**config.mk**
```make
export PLATFORM = sky130hd
export DESIGN_NAME = fault_group_code_encoder
export DESIGN_NICKNAME = d
export VERILOG_FILES = /design/src/fault_code_pkg.sv /design/src/fault_pin_sync.sv /design/src/fault_group_code_encoder.sv
export VERILOG_INCLUDE_DIRS = /design/src
export SDC_FILE = /design/constraint.sdc
export NUM_CORES = 1
export LEC_CHECK = 0
export BUFFER_PORTS_ARGS = -buffer_cell sky130_fd_sc_hd__clkbuf_2
export CAP_MARGIN = 20
export CORE_UTILIZATION = 56
export CTS_BUF_LIST = sky130_fd_sc_hd__clkbuf_4 sky130_fd_sc_hd__clkbuf_8 sky130_fd_sc_hd__clkbuf_16
export DETAILED_ROUTE_END_ITERATION = 8
export PLACE_DENSITY = 0.91
export SYNTH_ARGS = -nofsm -noshare
export SYNTH_HDL_FRONTEND = slang
export SYNTH_SLANG_ARGS = --single-unit
```
**constraint.sdc**
```tcl
create_clock -name ref_clk_i -period 2.2 [get_ports ref_clk_i]
set_input_delay 0.44 -clock ref_clk_i [delete_from_list [all_inputs] [get_ports ref_clk_i]]
set_output_delay 0.44 -clock ref_clk_i [all_outputs]
set_load 0.01 [all_outputs]
```
**src/fault_code_regs.svh**
```systemverilog
`ifndef FAULT_CODE_REGS_SVH
`define FAULT_CODE_REGS_SVH
`define FLT_GROUP_W 3
`define FLT_SRC_W 7
`define FLT_GROUP_HEALTHY 3'h0
`define FLT_CODE_RST 3'h0
`define FLT_PIN_RST 3'h0
`define FLT_ALARM_RST 1'h1
`endif

```
**src/fault_code_pkg.sv**
```systemverilog
`include "fault_code_regs.svh"
package fault_code_pkg;
   typedef logic [`FLT_GROUP_W-1:0] group_t;
   typedef logic [`FLT_SRC_W-1:0] src_t;
   typedef enum logic [0:0] {ST_HEALTHY, ST_LATCHED} latch_state_e;
endpackage : fault_code_pkg

```
**src/fault_pin_sync.sv**
```systemverilog
`timescale 1ns/10ps
`default_nettype none
// three-stage synchroniser per bit; a change is taken once stages two and three agree
module fault_pin_sync
(
   input wire logic ref_clk_i,           // system clock
   input wire logic nrst_i,              // async reset, active low
   input wire logic [6:0] async_i,       // raw detector levels
   output logic [6:0] sync_o             // filtered levels
);
   logic [6:0] s1_r;
   logic [6:0] s2_r;
   logic [6:0] s3_r;
   logic [6:0] sync_nxt;
   logic [6:0] out_r;

   genvar g;
   generate
      for (g = 0; g < 7; g = g + 1)
      begin : g_bit
         assign sync_nxt[g] = (s2_r[g] == s3_r[g]) ? s3_r[g] : out_r[g];
      end
   endgenerate

   always_ff @(posedge ref_clk_i or negedge nrst_i)
   begin
      if (!nrst_i)
      begin
         s1_r <= 7'h00;
         s2_r <= 7'h00;
         s3_r <= 7'h00;
         out_r <= 7'h00;
      end
      else
      begin
         s1_r <= async_i;
         s2_r <= s1_r;
         s3_r <= s2_r;
         out_r <= sync_nxt;
      end
   end

   assign sync_o = out_r;
endmodule : fault_pin_sync
`default_nettype wire

```
**src/fault_group_code_encoder.sv**
```systemverilog
`timescale 1ns/10ps
`default_nettype none
`include "fault_code_regs.svh"
module fault_group_code_encoder
(
   input wire logic ref_clk_i,                    // system clock, 250 MHz
   input wire logic nrst_i,                       // async reset, active low
   input wire fault_code_pkg::src_t fault_det_i,  // bit n-1: group n detector active
   input wire logic fault_clear_i,                // same-clock pulse: clear latched fault
   input wire logic code_as_gpo_i,                // 1: code pins act as extra outputs
   input wire logic [2:0] gpo_i,                  // extra output levels, 1 = ON
   output logic fault_code_low_bit_n_o,           // low code pin, low = ON
   output logic fault_code_mid_bit_n_o,           // mid code pin, low = ON
   output logic fault_code_high_bit_n_o,          // high code pin, low = ON
   output logic alarm_n_o,                        // alarm pair, low = fault present
   output fault_code_pkg::group_t group_o         // latched group number
);
   import fault_code_pkg::*;

   // ****************************************************
   // input conditioning
   // ****************************************************
   // detectors sit in other blocks with their own timing, so every bit is filtered
   src_t det_s;

   fault_pin_sync u_sync
   (
      .ref_clk_i (ref_clk_i),
      .nrst_i (nrst_i),
      .async_i (fault_det_i),
      .sync_o (det_s)
   );

   // ****************************************************
   // group latch
   // ****************************************************
   latch_state_e state_r;
   latch_state_e state_nxt;
   group_t group_r;
   group_t group_nxt;
   group_t pick;

   // fixed priority only breaks ties inside one cycle; lowest group wins
   always_comb
   begin
      pick = `FLT_GROUP_HEALTHY;
      for (int i = `FLT_SRC_W - 1; i >= 0; i--)
      begin
         if (det_s[i])
            pick = group_t'(i + 1);
      end
   end

   always_comb
   begin
      state_nxt = state_r;
      group_nxt = group_r;
      case (state_r)
         ST_HEALTHY:
         begin
            if (det_s != '0)
            begin
               state_nxt = ST_LATCHED;
               group_nxt = pick;
            end
         end
         ST_LATCHED:
         begin
            // clear only takes effect once every detector has gone quiet,
            // so a still-present fault is never lost by a clear
            if (fault_clear_i && det_s == '0)
            begin
               state_nxt = ST_HEALTHY;
               group_nxt = `FLT_GROUP_HEALTHY;
            end
         end
         default:
         begin
            state_nxt = ST_HEALTHY;
            group_nxt = `FLT_GROUP_HEALTHY;
         end
      endcase
   end

   always_ff @(posedge ref_clk_i or negedge nrst_i)
   begin
      if (!nrst_i)
      begin
         state_r <= ST_HEALTHY;
         group_r <= `FLT_CODE_RST;
      end
      else
      begin
         state_r <= state_nxt;
         group_r <= group_nxt;
      end
   end

   // ****************************************************
   // pin encoding
   // ****************************************************
   logic [2:0] on_lvl;
   logic [2:0] pin_nxt;
   logic [2:0] pin_r;
   logic alarm_nxt;
   logic alarm_r;

   // the code pins carry group_r as is: a one bit is a released (OFF) pin
   always_comb
   begin
      // group g: code bits ON where g has a zero (0 -> all ON, 7 -> all OFF)
      on_lvl = ~group_r;
      // same mapping covers groups 4..7
      if (code_as_gpo_i)
         on_lvl = gpo_i;
      pin_nxt = ~on_lvl;
      alarm_nxt = ~(state_r == ST_LATCHED);
   end

   // reset leaves the pins at group zero with the alarm released
   always_ff @(posedge ref_clk_i or negedge nrst_i)
   begin
      if (!nrst_i)
      begin
         pin_r <= `FLT_PIN_RST;      // group zero: all ON, pulled low
         alarm_r <= `FLT_ALARM_RST;
      end
      else
      begin
         pin_r <= pin_nxt;
         alarm_r <= alarm_nxt;
      end
   end

   assign fault_code_low_bit_n_o = pin_r[0];
   assign fault_code_mid_bit_n_o = pin_r[1];
   assign fault_code_high_bit_n_o = pin_r[2];
   assign alarm_n_o = alarm_r;
   assign group_o = group_r;
endmodule : fault_group_code_encoder
`default_nettype wire

```
Word-level counts from Yosys, hierarchy flattened
Cells that the tools add are included.
{"block": "totals", "elab_cells": 44, "regBits": 36, "output_inout_bits": 7}
{"block": "classes", "n_bitwise": 3, "n_eq_ne": 9, "mux": 14, "n_reduce_logical": 4}
{"operator": "$mux 3", "count": 10}
{"operator": "$eq 1x1->1", "count": 7}
{"operator": "$logic_not 7->1", "count": 1}
{"operator": "$reduce_bool 7->1", "count": 1}
{"operator": "$not 3->3", "count": 2}
{"operator": "$pmux 3 s2", "count": 1}
{"operator": "$ne 2x1->1 const B", "count": 2}
{"operator": "$mux 1", "count": 2}
{"operator": "$pmux 1 s2", "count": 1}
{"operator": "$reduce_and 2->1", "count": 1}
{"operator": "$logic_and 1x1->1", "count": 1}
{"operator": "$not 1->1", "count": 1}

Depth between registers and ports, before layout
{"block": "depth", "word_depth": 9, "depth_mapped": 3, "mapped_depth_nobuf": 3}

Modules after synthesis
Synthesis repeated with hierarchy kept, for this count alone.
{"block": "unflattened", "hier_cells": 72, "hier_area_um2": 1162.4}
{"mod": "fault_pin_sync", "area_each_um2": 779.5, "n_inst": 1, "seq_area_each_um2": 700.7, "cells_each": 35}
{"mod": "fault_group_code_encoder", "area_each_um2": 382.9, "n_inst": 1, "seq_area_each_um2": 201.4, "cells_each": 37}

Least setup slack after synthesis
Ideal clock, no wire load.
{"block": "synth_timing", "path_kind": "register -> register", "from": "reg u_sync.out_r[4], in the netlist u_sync.sync_o[4]", "to": "reg group_r[1], in the netlist group_o[1]", "setup_time_ns": 0.123, "path_slack_ns": 0.967, "n_path_buf": 0, "stages_incl_launch_ff": 4, "arrival_ns": 1.110, "period_less_slack_ns": 1.233, "path_cell_list": "dfrtp_1 > nor4_4 > a21oi_2 > o221a_1"}
{"block": "synth_via", "elab_chain_len": 7, "word_cells_on_any_way": 13, "classes_between": "eq/ne: 2; mux: 7; reduce/logical: 4"}
{"item": "start: declaration", "line": "fault_pin_sync.sv:15", "source": "logic [6:0] out_r;"}
{"item": "start signal: assignment", "line": "fault_pin_sync.sv:39", "source": "out_r <= sync_nxt;"}
{"item": "$mux 3 (5 in a row)", "line": "fault_group_code_encoder.sv:49", "source": "if (det_s[i])"}
{"item": "$mux 3", "line": "fault_group_code_encoder.sv:61", "source": "if (det_s != '0)"}
{"item": "$pmux 3 s2", "line": "fault_group_code_encoder.sv:58", "source": "case (state_r)"}
{"item": "end signal: assignment", "line": "fault_group_code_encoder.sv:90", "source": "group_r <= `FLT_CODE_RST;"}
{"item": "end signal: assignment", "line": "fault_group_code_encoder.sv:95", "source": "group_r <= group_nxt;"}
{"item": "end: declaration", "line": "fault_group_code_encoder.sv:39", "source": "group_t group_r;"}
Parallel ways exist; a longest one is shown, timed or not. The select of a mux whose other input is x is not followed.
A chain may end at the register's enable or synchronous reset.

Worst setup path in the final report
{"block": "layout_timing", "from": "reg alarm_r, in the netlist alarm_n_o", "to": "out alarm_n_o"}
{"item": "start: declaration", "line": "fault_group_code_encoder.sv:106", "source": "logic alarm_r;"}
{"item": "start signal: assignment", "line": "fault_group_code_encoder.sv:126", "source": "alarm_r <= `FLT_ALARM_RST;"}
{"item": "start signal: assignment", "line": "fault_group_code_encoder.sv:131", "source": "alarm_r <= alarm_nxt;"}
{"item": "end: declaration", "line": "fault_group_code_encoder.sv:15", "source": "output logic alarm_n_o,"}
No word-level cell between the ends.

==> metrics.md <==
| Metric | Value |
|---|---|
| Worst-path clk slew | approximately 0.10 ns |
| # fillers | around 160 |
| Final setup margin | 0.798 ns |
| Routed WL | 1610 um |
| Internal power | 0.952 mW |
| Via count | between 600 and 700 |
| # diodes | 0 |
| Synth-to-Final Area Change | 16.3% |
| Simple-Gate Fraction of Synth Area | 5.23% |
| Post_cts resized | 0 |
| Share of power burned in combinational logic | between 10 and 15% |
| CP Data Arrival Time | 0.96 ns |
| Switching fraction of total power | about 25% |
| Initial antenna violation count | 0 |
| Fin. max-slew vios | 0 |
| Final TNS setup | 0 ns |
| Die Width | 47.8 um |
| DR vias/cell | ~5 |
| First-pass GRT wire length | 2460 um |
| Synth Area in XOR/XNOR | 0% |
| RSZ-0062 raised after global routing | no |
| Bufs and invs on worst path | 1 |
| Slew HR | 44.3% |
| Post-synth EDFFs | 0 |
| Final Hold Vio Count | 0 |
| Synth area leaders | dfrtp_1 75%, maj3_1 6.0%, mux2i_1 2.6% |
| Worst slew pin tran | 0.835 ns |
| Synth Area in Compound Gates | 7.68% |
| CP Data Required Time | 1.76 ns |
| Routed WL per cell | 12.9 um |
| Initial Util | 59.8% |
| Pin count of the biggest net entering global routing | 37 |
| Final setup fails | 0 |
| Area share of the largest cell type after synthesis | 74.7% |
| I/O Buffers | 20 |
| GP Congestion | between 0.7 and 0.8 |
| Sequential power share | 61.0% |
| Cell count after synthesis | 70 |
| Maximum clock rate | a little over 700 MHz |
| Async set-reset flop share out of synthesis | 100% |
| PD cells | between 900 and 1000 nW/um^2 |
| Run status | finished, final reports clean |
| Hold Path Class | primary input to asynchronous set/reset pin |
| Kind of end point of the critical path | output pin |
| H-Tree Depth | 2 |
| Post-CTS Setup Bufs | 0 |
| Clk_lat worst skew | 0.33 ns |
| Synthesis-stage register bit count | 36 |
| Multiplexer share of the synthesized area | 2.56% |
| Leakage | between 0.6 and 0.7 nW |
| VDD IR-drop max | 0.568 mV |
| Antenna-violating nets left | 0 |
| Number of hold buffers added after CTS | 0 |
| # DRC | 0 |
| Minimum clock period | around 1.4 ns |
| Crit Path Category | flop to output pin |
| Avg Synthesized Cell Area | 16.7 sq um |
| Crit Path Max Fanout | 1 |
| Synthesized cell area | 1170 sq um |
| CTS tree | yes |
| Post-Synth Adder-Cell Area | 5.98% |
| GR Overflow Total | 0 |
| Post-layout util | 69.5% |
| Clock root cell | clkbuf_4 |
| Critical-path cell list | clkbuf_2 |
| CTS buffer count | 5 |
| Total core area | 1960 sq um |
| Max-Cap Viols | 0 |
| Register area | 902 sq um |
| Worst-case clock buffer depth | 2 |
| P_sw | 0.314 mW |
| Pre-CTS setup slack | 0.845 ns |
| Startpoint Class | flop |
| Post-DP HPWL | 1140 um |
| Maximum cell stage delay along the critical path | 0.52 ns |
| Largest family of logic cells by synthesized area | compound AO/OA/AOI/OAI gates |
| Tot GR Track Use | 17.7% |
| Number of DRC markers in iteration 0 | 4 |
| DRT Pass-1 Iters | 4 |
| Setup Skew | ~0.0093 ns |
| Multi-input logic area | 251 sq um |
| Die area | 2280 sq um |
| Seq/Total Area, Yosys | 76.9% |
| Ys Warns | 0 |
| Clock sink total | 36 |
| Die height | 47.8 um |
| Vias in the first global route | 581 |
| Top_reg_cell synth | dfrtp_1 |
| Most common cell in the synthesized netlist | dfrtp_1 |
| Top Family by Delay on Critical Path | flip-flops |
| Netlist cell types | 22 |
| Fin crit share | 63.7% |
| Fin Hold WS | 0.198 ns |
| I/O Pins | 21 |
| Post-synth top cells | 35 x dfrtp_1, 7 x maj3_1, 5 x inv_1, 3 x mux2i_1, 3 x nor2_1 |
| Fin nets | 111 |
| Core Rows | 16 |
| Worst path slowest cell | dfstp_2 |
| Layout cells sized above 1 | 33.7% |
| Clock power frac | 26.7% |
| Post-Syn Nets | 84 |
| Post-synth top area cell | dfrtp_1 |
| Power, Total | 1.27 mW |
metal layers:
metal / share of wire (%) / global-route usage, %
met1: 42 / 18.5
met2: 49 / 28.6
met3: 8.0 / 10.2
met4: 0.74 / 8.33
met5: 0 / 0
flip-flops by register name, summed over array words and instances (netlist names):
name           count
group_o            3
state_r            1
u_sync.s3_r        7
alarm_n_o          1
u_sync.s1_r        7
u_sync.sync_o      7
pin_r              3
u_sync.s2_r        7
cell families after synthesis:
group                      Yosys count
buffers and inverters                5
AOI/OAI and AO/OA                   11
adders and majority gates            7
muxes                                3
and+or+nand+nor                      8
DFF                                 36
per-stage QoR:
| stage | std cells | instance area [sq um] |
|---|---|---|
| finish | 125 | 1360 |
| global route | 125 | 1360 |
| CTS | 125 | 1360 |
| detailed placement | 117 | 1310 |
| global placement | 117 | 1310 |
| floorplan | 70 | 1170 |
power groups by stage:
stage	sequential, mW	combinational, mW	clock, mW
floorplan	0.794	0.0717	0
global placement	0.782	0.153	0
detailed placement	0.787	0.159	0
CTS	0.775	0.159	0.354
global route	0.784	0.176	0.386
finish	0.772	0.156	0.338
cells in the final DEF, fill, tap and decap left out:
cell type and instances:
nor4_4 1, clkinv_2 1, a32oi_1 1, clkbuf_2 20, nand4_1 1, o21a_1 1
nor2_1 3, mux2i_1 3, a21o_1 1, o211ai_1 1, nor3_2 1, a21oi_2 1
a221oi_1 1, nand2b_1 1, a21oi_1 1, inv_1 5, maj3_1 7, clkbuf_4 7
or2_2 1, dfstp_2 1, dfrtp_1 35, a2bb2oi_1 1, o221a_1 1, o311a_1 1
a31oi_1 1
cell type report:
class / instances / area share (%)
Clock buffer: 7 / 3.85
Timing Repair Buffer: 20 / 7.34
Tap cell: 27 / 2.48
Clock inverter: 1 / 0.367
Inverter: 5 / 1.38
Sequential cell: 36 / 66.1
Multi-Input combinational cell: 29 / 18.4
path summary, 6_finish.rpt:
check | startpoint | end | slack, ns | cells after the start
worst max-delay path | alarm_n_o | alarm_n_o | 0.80 | 1
worst min-delay path | nrst_i | u_sync.s3_r[5] | 0.20 | 1
worst max register to register | u_sync.sync_o[4] | group_o[1] | 0.84 | 3
worst min register to register | u_sync.s1_r[0] | u_sync.s2_r[0] | 0.35 | 0
max in group asynchronous | nrst_i | u_sync.s1_r[2] | 1.48 | 1
min in group ref_clk_i | fault_det_i[5] | u_sync.s1_r[5] | 0.21 | 1
Note: power is estimated with default switching activity, not from simulation.
